### src/rtl/wss_defs.svh
// register map, field positions and reset values of the wake and switch status bank
`ifndef WSS_DEFS_SVH
`define WSS_DEFS_SVH

// register addresses (7-bit)
`define WSS_ADDR_WAKE_A   7'h46
`define WSS_ADDR_WAKE_B   7'h47
`define WSS_ADDR_LEVEL    7'h48
`define WSS_ADDR_OVERLOAD 7'h54
`define WSS_ADDR_OPENLOAD 7'h55

// implemented-bit masks; reserved bits read zero
`define WSS_MASK_WAKE_A   8'h77
`define WSS_MASK_WAKE_B   8'h30
`define WSS_MASK_LEVEL    8'hF7
`define WSS_MASK_FAULT    8'h0F

// field positions
`define WSS_BIT_LIN_WAKE   6
`define WSS_BIT_CAN_WAKE   5
`define WSS_BIT_TIMER_WAKE 4
`define WSS_BIT_GP2_WAKE   5
`define WSS_BIT_GP1_WAKE   4
`define WSS_BIT_DEV_MODE   7
`define WSS_BIT_INT_PULLUP 6
`define WSS_BIT_GP1_LVL    4
`define WSS_BIT_LVL_RSVD   3
`define WSS_BIT_HV1_LVL    0

// reset values
`define WSS_RST_FLAGS     8'h00
`define WSS_RST_LEVEL     8'h00

`endif

### src/rtl/wss_pkg.sv
// types shared by the wake and switch status bank
package wss_pkg;

  // one-cycle wake event pulses from the mode controller
  typedef struct packed {
    logic       lin;
    logic       can;
    logic       timer;
    logic [2:0] hv;
    logic [1:0] gp;
  } wss_wake_ev_t;

  // per-switch fault detector levels
  typedef struct packed {
    logic [3:0] overload;
    logic [3:0] open_load;
  } wss_fault_t;

endpackage : wss_pkg

### src/rtl/wss_bank.sv
// wake source, input level and high-side fault status registers
//
// What this block does
// - uv comparator enable follows the CAN mode control bit being one.
// - all reserved bits of these registers read as zero.
// - bit 6 of first wake register latches a LIN wake-up.
// - bits 2..0 of first wake register latch wake inputs 3..1.
// - wake out of fail-safe sets the source flag like a normal wake.
// - bits 5,4 of second wake register latch gp pin 2,1 wakes.
// - level bit 7 shows development mode selected by the test pin.
// - level bit 6 shows the interrupt pin pull-up configuration.
// - level bits 5,4 show gp pin 2,1 levels when used as gp.
// - level bits 2..0 show wake input 3..1 levels, bit 3 zero.
// - gp level refreshed in normal/stop when wake, low- or high-side.
// - cyclic-sensed wake input level updates only at sampling instants.
// - gp pins never use the cyclic sampled update.
// - gp level refreshed only while the pin is configured as gp (gp_is_gpio set).
// - overload register bits 3..0 latch switch 4..1 overcurrent/overtemp.
// - open-load register bits 3..0 latch switch 4..1 open load.
// - overload flags may be raised spuriously at low supply.
// - reset clears wake flags; restart keeps them, reserved bits zero.
// - reset clears fault registers; restart keeps the four flags.
// - sleep request with wake flags set is reported as sleep restart.
`timescale 1ns/1ps

module wss_bank
  import wss_pkg::*;
(
  // clock and reset
  input  wire logic         clk,
  input  wire logic         rst,
  input  wire logic         soft_rst,
  // register read port from the serial control port
  input  wire logic         reg_rd,
  input  wire logic [6:0]   reg_addr,
  output logic [7:0]        reg_rdata_r,
  output logic              reg_rvalid_r,
  // wake events and faults
  input  wire wss_wake_ev_t wake_ev,
  input  wire wss_fault_t   fault,
  // pin levels and pin configuration
  input  wire logic         fail_output_test_pin,
  input  wire logic         interrupt_pullup_config,
  input  wire logic [2:0]   hv_pin_level,
  input  wire logic [2:0]   hv_cyclic,
  input  wire logic [2:0]   hv_sample,
  input  wire logic [1:0]   gp_pin_level,
  input  wire logic [1:0]   gp_is_gpio,
  input  wire logic [1:0]   gp_level_cfg,
  input  wire logic         mode_normal_or_stop,
  // mode control
  input  wire logic         can_mode_bit,
  input  wire logic         sleep_req,
  output logic              can_uv_comp_en_r,
  output logic              sleep_ok_r,
  output logic              sleep_restart_r
);

`include "wss_defs.svh"

  // ---------------------------------------------------------------
  // helpers
  // ---------------------------------------------------------------

  // clear-on-read update: a set in the read cycle survives the clear
  function automatic logic [7:0] cor_next(input logic [7:0] cur,
                                          input logic [7:0] set,
                                          input logic       hit,
                                          input logic [7:0] mask);
    cor_next = (((hit ? 8'h00 : cur)) | set) & mask;
  endfunction : cor_next

  // ---------------------------------------------------------------
  // wake and fault flags
  // ---------------------------------------------------------------

  logic [7:0] wake_a_r;
  logic [7:0] wake_b_r;
  logic [7:0] overload_r;
  logic [7:0] open_load_r;
  logic [7:0] level_r;
  logic [7:0] wake_a_set;
  logic [7:0] wake_b_set;
  logic [7:0] overload_set;
  logic [7:0] open_load_set;
  logic       hit_a;
  logic       hit_b;
  logic       hit_ovl;
  logic       hit_ol;

  // event sources; fail-safe wakes arrive on the same pulses
  assign wake_a_set = {1'b0, wake_ev.lin, wake_ev.can, wake_ev.timer,
                       1'b0, wake_ev.hv};
  assign wake_b_set = {2'b00, wake_ev.gp, 4'h0};
  // detector levels; low-supply glitches are latched like real faults
  assign overload_set  = {4'h0, fault.overload};
  assign open_load_set = {4'h0, fault.open_load};

  // read hits that trigger the clear
  assign hit_a   = reg_rd && (reg_addr == `WSS_ADDR_WAKE_A);
  assign hit_b   = reg_rd && (reg_addr == `WSS_ADDR_WAKE_B);
  assign hit_ovl = reg_rd && (reg_addr == `WSS_ADDR_OVERLOAD);
  assign hit_ol  = reg_rd && (reg_addr == `WSS_ADDR_OPENLOAD);

  // wake flags; power-on reset, soft reset and a read clear them, restart has no path here
  always_ff @(posedge clk or posedge rst)
  begin
    if (rst)
    begin
      wake_a_r <= `WSS_RST_FLAGS;
      wake_b_r <= `WSS_RST_FLAGS;
    end
    else if (soft_rst)
    begin
      wake_a_r <= `WSS_RST_FLAGS;
      wake_b_r <= `WSS_RST_FLAGS;
    end
    else
    begin
      wake_a_r <= cor_next(wake_a_r, wake_a_set, hit_a, `WSS_MASK_WAKE_A);
      wake_b_r <= cor_next(wake_b_r, wake_b_set, hit_b, `WSS_MASK_WAKE_B);
    end
  end

  // high-side fault flags
  always_ff @(posedge clk or posedge rst)
  begin
    if (rst)
    begin
      overload_r  <= `WSS_RST_FLAGS;
      open_load_r <= `WSS_RST_FLAGS;
    end
    else if (soft_rst)
    begin
      overload_r  <= `WSS_RST_FLAGS;
      open_load_r <= `WSS_RST_FLAGS;
    end
    else
    begin
      overload_r  <= cor_next(overload_r, overload_set, hit_ovl, `WSS_MASK_FAULT);
      open_load_r <= cor_next(open_load_r, open_load_set, hit_ol, `WSS_MASK_FAULT);
    end
  end

  // ---------------------------------------------------------------
  // input level mirror
  // ---------------------------------------------------------------

  // next value of the mirror, built bit by bit
  logic [7:0] level_nxt;

  // configuration pins follow the live level every cycle
  assign level_nxt[`WSS_BIT_DEV_MODE]   = fail_output_test_pin;
  assign level_nxt[`WSS_BIT_INT_PULLUP] = interrupt_pullup_config;
  assign level_nxt[`WSS_BIT_LVL_RSVD]   = 1'b0;

  // per-bit next values keep a single process on the mirror register
  genvar gi;
  generate
    for (gi = 0; gi < 3; gi++)
    begin : g_hv
      // cyclic input: keep the last sample until the next sampling instant
      assign level_nxt[`WSS_BIT_HV1_LVL + gi] = (!hv_cyclic[gi] || hv_sample[gi])
        ? hv_pin_level[gi]
        : level_r[`WSS_BIT_HV1_LVL + gi];
    end
    // gp pins: no sampling scheme, refreshed only in allowed modes
    for (gi = 0; gi < 2; gi++)
    begin : g_gp
      assign level_nxt[`WSS_BIT_GP1_LVL + gi] =
        (gp_is_gpio[gi] && gp_level_cfg[gi] && mode_normal_or_stop)
        ? gp_pin_level[gi]
        : level_r[`WSS_BIT_GP1_LVL + gi];
    end
  endgenerate

  // pin levels are meaningless in reset, so the mirror simply starts at zero
  always_ff @(posedge clk or posedge rst)
  begin
    if (rst)
      level_r <= `WSS_RST_LEVEL;
    else
      level_r <= level_nxt;
  end

  // ---------------------------------------------------------------
  // read path
  // ---------------------------------------------------------------

  logic [7:0] rd_mux;

  // unmapped addresses answer zero
  always_comb
  begin
    case (reg_addr)
      `WSS_ADDR_WAKE_A:   rd_mux = wake_a_r;
      `WSS_ADDR_WAKE_B:   rd_mux = wake_b_r;
      `WSS_ADDR_LEVEL:    rd_mux = level_r & `WSS_MASK_LEVEL;
      `WSS_ADDR_OVERLOAD: rd_mux = overload_r;
      `WSS_ADDR_OPENLOAD: rd_mux = open_load_r;
      default:            rd_mux = 8'h00;
    endcase
  end

  // data is captured before the clear takes effect
  always_ff @(posedge clk or posedge rst)
  begin
    if (rst)
    begin
      reg_rdata_r  <= 8'h00;
      reg_rvalid_r <= 1'b0;
    end
    else
    begin
      reg_rvalid_r <= reg_rd;
      if (reg_rd)
        reg_rdata_r <= rd_mux;
    end
  end

  // ---------------------------------------------------------------
  // mode side effects
  // ---------------------------------------------------------------

  // comparator only meaningful while the transceiver is powered
  always_ff @(posedge clk or posedge rst)
  begin
    if (rst)
      can_uv_comp_en_r <= 1'b0;
    else
      can_uv_comp_en_r <= can_mode_bit;
  end

  // pending wake flags turn a sleep request into a restart
  always_ff @(posedge clk or posedge rst)
  begin
    if (rst)
    begin
      sleep_ok_r      <= 1'b0;
      sleep_restart_r <= 1'b0;
    end
    else
    begin
      sleep_ok_r      <= sleep_req && ~|{wake_a_r, wake_b_r};
      sleep_restart_r <= sleep_req && |{wake_a_r, wake_b_r};
    end
  end
endmodule : wss_bank

### config.mk
export PLATFORM = sky130hd
export DESIGN_NAME = wss_bank
export DESIGN_NICKNAME = d
export VERILOG_FILES = /design/src/rtl/wss_pkg.sv /design/src/rtl/wss_bank.sv
export VERILOG_INCLUDE_DIRS = /design/src /design/src/rtl
export SDC_FILE = /design/constraint.sdc
export NUM_CORES = 1
export LEC_CHECK = 0
export BUFFER_PORTS_ARGS = -buffer_cell sky130_fd_sc_hd__clkbuf_2
export CAP_MARGIN = 10
export CORE_UTILIZATION = 30
export CTS_CLUSTER_SIZE = 8
export DETAILED_ROUTE_END_ITERATION = 12
export GPL_ROUTABILITY_DRIVEN = 1
export PLACE_DENSITY = 0.54
export SLEW_MARGIN = 5
export SYNTH_ARGS = -nofsm -noshare
export SYNTH_HDL_FRONTEND = slang
export SYNTH_SLANG_ARGS = --single-unit
### constraint.sdc
create_clock -name clk -period 1 [get_ports clk]
set_input_delay 0.2 -clock clk [delete_from_list [all_inputs] [get_ports clk]]
set_output_delay 0.2 -clock clk [all_outputs]
set_load 0.03 [all_outputs]
# [After elaboration in Yosys (flattened, before gate mapping)]
# Index checks and enable logic that the tools add are counted.
[totals] ff_bits=40 output_inout_bits=12 elab_cells=51
[op_classes] eq_ne=5 n_mux=9 bitwise=4 reduce_logical=18
[ops] operator="$pmux 8 s5" count=1
[ops] operator="$eq 7x7->1 const B" count=5
[ops] operator="$mux 4" count=4
[ops] operator="$reduce_or 16->1" count=1
[ops] operator="$mux 7" count=2
[ops] operator="$mux 6" count=2
[ops] operator="$logic_and 1x1->1" count=10
[ops] operator="$or 4x4->4" count=2
[ops] operator="$or 7x7->7" count=1
[ops] operator="$or 6x6->6" count=1
[ops] operator="$logic_not 1->1" count=4
[ops] operator="$logic_or 1x1->1" count=3

# [Logic depth before layout (Yosys ltp)]
# Gate-level depths: netlist of run 1.
[depth] ltp_word=5 mapped_depth=5

# [Worst setup path after synthesis of run 1]
# OpenSTA, ideal clock, no wires.
[synth_path] path_kind="input port to flip-flop" start="in reg_addr[4]" end="reg reg_rdata_r[0]" setup_time_ps=99 arrival_time_ps=1053 t_required_ps=901 path_slack_ps=-152 stages=4 path_cell_list="buf_2 nor3_2 a221oi_1 a311oi_1"
[synth_between] elab_chain_cells=2 elab_cells_between_ends=6 classes_between="eq/ne: 5; mux: 1"
[synth_lines] element="start: declaration" line_no="wss_bank.sv:35" rtl="input wire logic [6:0] reg_addr,"
[synth_lines] element="$eq 7x7->1" line_no="wss_bank.sv:195" rtl="case (reg_addr)"
[synth_lines] element="$pmux 8 s5 *" line_no="wss_bank.sv:195"
[synth_lines] element="end signal: assignment" line_no="wss_bank.sv:217" rtl="reg_rdata_r <= rd_mux;"
[synth_lines] element="end: declaration" line_no="wss_bank.sv:36" rtl="output logic [7:0] reg_rdata_r,"
# Every way passes the cells marked *; elsewhere a longest branch is shown, timed or not.
# A chain may end at the register's enable or synchronous reset.

# [Final worst setup path of run 1]
[layout_path] start="reg wake_a_r[2]" end="reg sleep_ok_r"
[layout_between] elab_chain_cells=3
[layout_lines] element="start: declaration" line_no="wss_bank.sv:77" rtl="logic [7:0] wake_a_r;"
[layout_lines] element="start signal: assignment" line_no="wss_bank.sv:110" rtl="wake_a_r <= `WSS_RST_FLAGS;"
[layout_lines] element="start signal: assignment" line_no="wss_bank.sv:115" rtl="wake_a_r <= `WSS_RST_FLAGS;"
[layout_lines] element="start signal: assignment" line_no="wss_bank.sv:120" rtl="wake_a_r <= cor_next(wake_a_r, wake_a_set, hit_a, `WSS_MASK_WAKE_A);"
[layout_lines] element="$reduce_or 16->1" line_no="wss_bank.sv:244" rtl="sleep_ok_r <= sleep_req && ~|{wake_a_r, wake_b_r};"
[layout_lines] element="$logic_not 1->1" line_no="wss_bank.sv:244"
[layout_lines] element="$logic_and 1x1->1" line_no="wss_bank.sv:244"
[layout_lines] element="end signal: assignment" line_no="wss_bank.sv:244"
[layout_lines] element="end: declaration" line_no="wss_bank.sv:55" rtl="output logic sleep_ok_r,"
# Every way passes these cells.

==> results of run 1 <==
-- worst paths after layout --
| path | startpoint | end | slack (ps) |
|---|---|---|---|
| min in group asynchronous | rst | level_r[5]$_DFFE_PP0P_ | 490 |
| max in group asynchronous | rst | level_r[2]$_DFFE_PP0P_ | 330 |
| setup / recovery | wake_a_r[2]$_DFF_PP0_ | sleep_ok_r$_DFF_PP0_ | -80 |
| hold reg to reg | level_r[2]$_DFFE_PP0P_ | level_r[2]$_DFFE_PP0P_ | 510 |
| hold / removal | can_mode_bit | can_uv_comp_en_r$_DFF_PP0_ | 20 |
| setup reg to reg | wake_a_r[2]$_DFF_PP0_ | sleep_ok_r$_DFF_PP0_ | -80 |
-- metal layers --
| metal | up-vias | part of all wire | track usage |
|---|---|---|---|
| li1 | 755 | - | - |
| met1 | 725 | 0.45 | 0.188 |
| met2 | 34 | 0.51 | 0.260 |
| met3 | 2 | 0.031 | 0.0381 |
| met4 | 0 | 0.0090 | 0.0509 |
| met5 | - | 0 | 0 |
-- repair_timing --
action | in CTS | in global routing
hold buffers | 1 | 0
buffers inserted | 5 | 5
hold endpoints to repair | 35 | 0
pin swaps | 4 | 14
gates cloned | 0 | 2
gates resized for setup | 26 | 47
setup endpoints to repair | 19 | 35
-- final cells by class --
| type | count | area, um^2 |
|---|---|---|
| Sequential cell | 35 | 876 |
| Multi-Input combinational cell | 97 | 873 |
| Inverter | 19 | 71.3 |
| Timing Repair Buffer | 87 | 682 |
| Tap cell | 70 | 87.6 |
| Clock buffer | 8 | 100 |
| Fill cell | 496 | 2580 |
-- sequential cells by signal (all words and copies together) (netlist names) --
signal	count
wake_b_r	2
reg_rdata_r	8
sleep_ok_r	1
level_r	7
wake_a_r	6
overload_r	4
reg_rvalid_r	1
sleep_restart_r	1
open_load_r	4
can_uv_comp_en_r	1
-- power by group --
group          switching, mW  leakage, nW  internal, mW  total, mW
clock network          0.497       0.0515         0.629       1.13
logic                  0.323        0.758         0.341      0.664
registers             0.0703        0.436          1.51       1.58
total                  0.891         1.25          2.48       3.37
-- cell usage in the layout (no fill, tap or decap), types with 4 or more instances in the layout --
cell type	synthesis	layout
nor2_1	6	6
o31ai_2	0	8
a21oi_1	16	13
a31oi_1	6	6
buf_8	0	11
mux2_2	5	5
nand3b_1	6	6
clkbuf_2	0	45
buf_6	1	4
nand3_1	7	7
buf_4	1	21
inv_1	19	19
dfrtp_1	35	35
clkbuf_8	0	8
o31ai_4	0	5
-- critical path: stages, from the launching register on --
cell,delay (ps)
dfrtp_1,410
nor4_2,320
buf_4,160
and3_1,140
-- cells by family (layout without fill, tap and decap cells) --
family          Yosys count  count (layout)  share of synthesized area
compound gates           49              49                      0.194
xor+xnor                  1               1                    0.00517
buf+inv                  31             114                     0.0783
flops                    35              35                      0.517
mux                       8               8                     0.0510
simple gates             39              39                      0.154
-- stage by stage --
stage                     setup TNS (ps)  cells  hold slack (ps)  setup WS, ps
final                               -679    316             22.5         -80.3
after CTS                           -907    309             18.9         -87.2
after detailed placement           -6210    295              247          -279
after floorplan                     -818    163              231         -72.2
after global routing               -2040    316             11.9          -139
after global placement             -6140    295              241          -296
==> impl_metrics.csv, run 1 <==
group,metric,value,unit
run_status,status,"finished, violations left",
run_status,violations,"setup timing",
synthesis,seq_area_frac_synth,0.517,
sta,timing.fmax,926,MHz
cts,cts.sinks,35,
synthesis,syn_avg_cell_area,10.4,um^2
power_and_ir_drop,p_total,3.37,mW
placed_design,gp_congestion,0.759,
synthesis,synth_fp_nets,210,
sta,worstMarginPinSlew,408,ps
detailed_routing,drc_errors,0,
synthesis,yosys-top-cells-area,"dfrtp_1 (52%), o31ai_1 (7.1%), a21oi_1 (4.7%), inv_1 (4.2%), mux2_2 (3.3%)",
floorplanning,design.core.area,5270,um^2
critical_path,path_max_fanout,3,
synthesis,synth_area_leader_cell,"dfrtp_1",
cts,cts.clk_slew.worst_paths,70,ps
detailed_routing,vias,1516,
sta,period_needed,1080,ps
floorplanning,die_width,77.1,um
synthesis,synthesis.area,1690,um^2
synthesis,yosys.cell_count.top_type,"dfrtp_1",
detailed_routing,wl_per_cell,13.7,um
floorplanning,top_level_ports,59,
critical_path,endpoint_kind,"flop",
power_and_ir_drop,p_leak,1.25,nW
cts,insertion_delay,280,ps
synthesis,synth_common_cells,"dfrtp_1 (35), inv_1 (19), a21oi_1 (16), o31ai_1 (16), nand3_1 (7)",
synthesis,synth_cell_types,35,
floorplanning,dieArea,5950,um^2
cells_and_area,synthToLayoutAreaGrowth,58.9,%
detailed_routing,ant_nets,0,
critical_path,cp.arrival,1300,ps
cts,cts_made_buffers,5,
detailed_routing,wirelength,4.32,mm
sta,setup_ws,-80.3,ps
cts,cts_max_path_buffers,2,
sta,rsz0062_at_grt,"yes",
synthesis,synthArstFlopShare,1.00,
synthesis,yosysWarnings,0,
synthesis,synthCells,163,
cells_and_area,num_antenna_cells,0,
placed_design,dp_hpwl,3.09,mm
cells_and_area,nets,292,
worst_hold_path,hold_path_class,"primary input to flop",
global_route,antenna_found_initial,0,
global_route,grt_pass1_wl,7.20,mm
cells_and_area,fin_util,0.510,
floorplanning,fp-row-count,26,
cells_and_area,final_area,2690,um^2
synthesis,synth-seq-cells,35,
cts,cts_tree,"built",
detailed_routing,vias_per_cell,4.80,
critical_path,criticalPathCategory,"flop to flop",
job,maxCapViolations,0,
critical_path,critPathRequiredTime,1220,ps
sta,setup_viol,20,
global_route,grt_pass1_vias,1600,
floorplanning,start_util,0.321,
critical_path,start_kind,"flop",
global_route,grt_max_degree,36,
worst_hold_path,hold_depth,1,
detailed_routing,dr.pass1.iters,4,
cts,cts_root_buffer,"clkbuf_8",
sta,hold_viol_final,0,
detailed_routing,drt_iter0_drc,28,
cts,htree_levels,2,
sta,fin_skew,4.52,ps
global_route,grt_overflow,0,
placed_design,place_area,2190,um^2
synthesis,synth_top_area_share,0.517,
synthesis,dominantRegCellSynth,"dfrtp_1",
critical_path,reg2reg_depth,3,
sta,slew_viol_final,0,
floorplanning,chipHeight,77.1,um
power_and_ir_drop,cellPowerDensity,1250,nW/um^2
placed_design,io_buffers,58,
sta,slew_headroom,0.728,
synthesis,synth-edff-count,0,
power_and_ir_drop,ir_drop,550,uV
sta,fin_crit_sh,1.08,
global_route,grt.total_usage,0.153,
cells_and_area,final_layout_size_suffix_gt1_frac,0.520,
No activity file was read; power rests on OpenSTA's default activity.
==> inputs of run 2 (changes only) <==
MAX_ROUTING_LAYER = met4   (was unset)
==> impl_metrics.csv, run 2 (synthesis gave the netlist of run 1 again) <==
group,metric,value,unit
cells_and_area,final_layout_size_suffix_gt1_frac,0.516,
sta,rsz0062_at_grt,"yes",
critical_path,critPathRequiredTime,1220,ps
critical_path,criticalPathCategory,"flop to flop",
critical_path,worst-path-buf-inv,1,
floorplanning,fp-row-count,26,
detailed_routing,wl_met2,2.18,mm
critical_path,worstSetupStartpoint,"wake_a_r[2]$_DFF_PP0_",
power_and_ir_drop,cellPowerDensity,1250,nW/um^2
critical_path,slowest_stage,"dfrtp_1",
critical_path,crit_family,"simple AND/OR/NAND/NOR gates",
sta,period_needed,1080,ps
cells_and_area,num_antenna_cells,0,
detailed_routing,met3WireLength,114,um
detailed_routing,wirelength,4.31,mm
critical_path,crit_chain,"nor4_2 -> buf_4 -> and3_1",
cells_and_area,nets,292,
detailed_routing,drc_errors,0,
worst_hold_path,hold_path_class,"primary input to flop",
sta,worstMarginPinSlew,408,ps
cells_and_area,largest-register,"reg_rdata_r",
cts,cts_max_path_buffers,2,
floorplanning,dieArea,5950,um^2
sta,slew_headroom,0.728,
power_and_ir_drop,p_total,3.37,mW
placed_design,io_buffers,58,
floorplanning,top_level_ports,59,
detailed_routing,vias,1511,
run_status,violations,"setup timing",
run_status,status,"finished, violations left",
sta,setup_ws,-83.4,ps
cts,cts.sinks,35,
critical_path,cp.arrival,1300,ps
global_route,grt_overflow,0,
floorplanning,start_util,0.321,
placed_design,place_area,2190,um^2
detailed_routing,routed.top_layer,"met4",
cts,cts_root_buffer,"clkbuf_8",
cells_and_area,largest_register_ffs,8,
cts,insertion_delay,280,ps
global_route,grt.total_usage,0.157,
cts,cts_made_buffers,5,
detailed_routing,ant_nets,0,
global_route,antenna_found_initial,0,
detailed_routing,dr.pass1.iters,4,
cts,cts_tree,"built",
cells_and_area,synthToLayoutAreaGrowth,59.2,%
cells_and_area,final_area,2700,um^2
sta,setup_viol,20,
power_and_ir_drop,ir_drop,551,uV
detailed_routing,wl_per_cell,13.6,um
global_route,grt_pass1_vias,1597,
sta,hold_viol_final,0,
critical_path,path_max_fanout,3,
cts,cts.clk_slew.worst_paths,70,ps
floorplanning,die_width,77.1,um
critical_path,cp_slowest_stage_delay,410,ps
job,maxCapViolations,0,
sta,fin_crit_sh,1.08,
worst_hold_path,min_from,"can_mode_bit",
critical_path,start_kind,"flop",
cells_and_area,most-common-layout-cells,"clkbuf_2 (45), dfrtp_1 (35), buf_4 (21)",
detailed_routing,drt_iter0_drc,29,
detailed_routing,met1_length,1.96,mm
sta,fin_tns_setup,-688,ps
detailed_routing,vias_per_cell,4.78,
placed_design,gp_congestion,0.769,
sta,fin_skew,5.29,ps
floorplanning,chipHeight,77.1,um
critical_path,reg2reg_slack,-80,ps
power_and_ir_drop,p_leak,1.25,nW
placed_design,dp_hpwl,3.09,mm
sta,slew_viol_final,0,
cts,htree_levels,2,
critical_path,endpoint_kind,"flop",
cells_and_area,final_common_cell,"clkbuf_2",
cells_and_area,reg_top3,"reg_rdata_r x8, level_r x7, wake_a_r x6",
floorplanning,design.core.area,5270,um^2
global_route,grt_pass1_wl,7.20,mm
critical_path,worstReg2RegStart,"wake_a_r[2]$_DFF_PP0_",
global_route,grt_max_degree,36,
sta,timing.fmax,923,MHz
==> run 2: cell types whose count changed in the layout (fill, tap and decap cells not counted) <==
cell	delta
o31ai_4	+1
o31ai_2	-1
a21oi_1	+1
a21oi_2	-1
==> run 2: path summary, 6_finish.rpt <==
| kind | end | depth (start not counted) |
|---|---|---|
| worst max-delay path | sleep_ok_r$_DFF_PP0_ | 3 |
| worst min-delay path | can_uv_comp_en_r$_DFF_PP0_ | 1 |
| worst max register to register | sleep_ok_r$_DFF_PP0_ | 3 |
| worst min register to register | level_r[2]$_DFFE_PP0P_ | 1 |
| max in group asynchronous | level_r[0]$_DFFE_PP0P_ | 4 |
| min in group asynchronous | level_r[5]$_DFFE_PP0P_ | 4 |
==> run 2: through the flow <==
| stage | utilization | std cells | hold WS, ps | setup slack (ps) |
|---|---|---|---|---|
| 2_1_floorplan | - | 163 | 231 | -72.2 |
| 3_3_place_gp | 0.416 | 295 | 241 | -296 |
| 3_5_place_dp | 0.416 | 295 | 247 | -279 |
| 4_1_cts | 0.466 | 309 | 18.9 | -87.2 |
| 5_1_grt | 0.511 | 316 | 14.6 | -139 |
| 6_report | 0.511 | 316 | 21.8 | -83.4 |
==> run 2: final cells by class <==
type                       count  area (um^2)
inverter                      19         71.3
multi-input combinational     97          878
tap                           70         87.6
timing repair buffer          87          682
clock buffer                   8          100
fill                         499         2570
sequential                    35          876
==> run 2: layer usage <==
| metal | up-vias | track usage |
|---|---|---|
| met3 | 7 | 0.0321 |
| met2 | 30 | 0.260 |
| met4 | 0 | 0.0509 |
| met1 | 720 | 0.190 |
| met5 | - | - |
| li1 | 754 | - |
==> run 2: where the power goes <==
part / internal (mW) / leakage (nW) / switching [mW]
combinational: 0.342 / 0.759 / 0.324
clock: 0.629 / 0.0515 / 0.498
sequential: 1.51 / 0.436 / 0.0703
total: 2.48 / 1.25 / 0.893
==> run 2: timing repair <==
action / CTS / global route
hold buffers: 1 / 0
hold endpoints to repair: 35 / 0
setup buffers: 5 / 5
setup endpoints to repair: 19 / 36
cloned: 0 / 2
gates resized for setup: 26 / 47
pin swaps: 4 / 13
==> run 2: worst reg2reg max path, cell delays in order (launching register included) <==
cell     delay [ps]
dfrtp_1         410
nor4_2          320
buf_4           160
and3_1          140
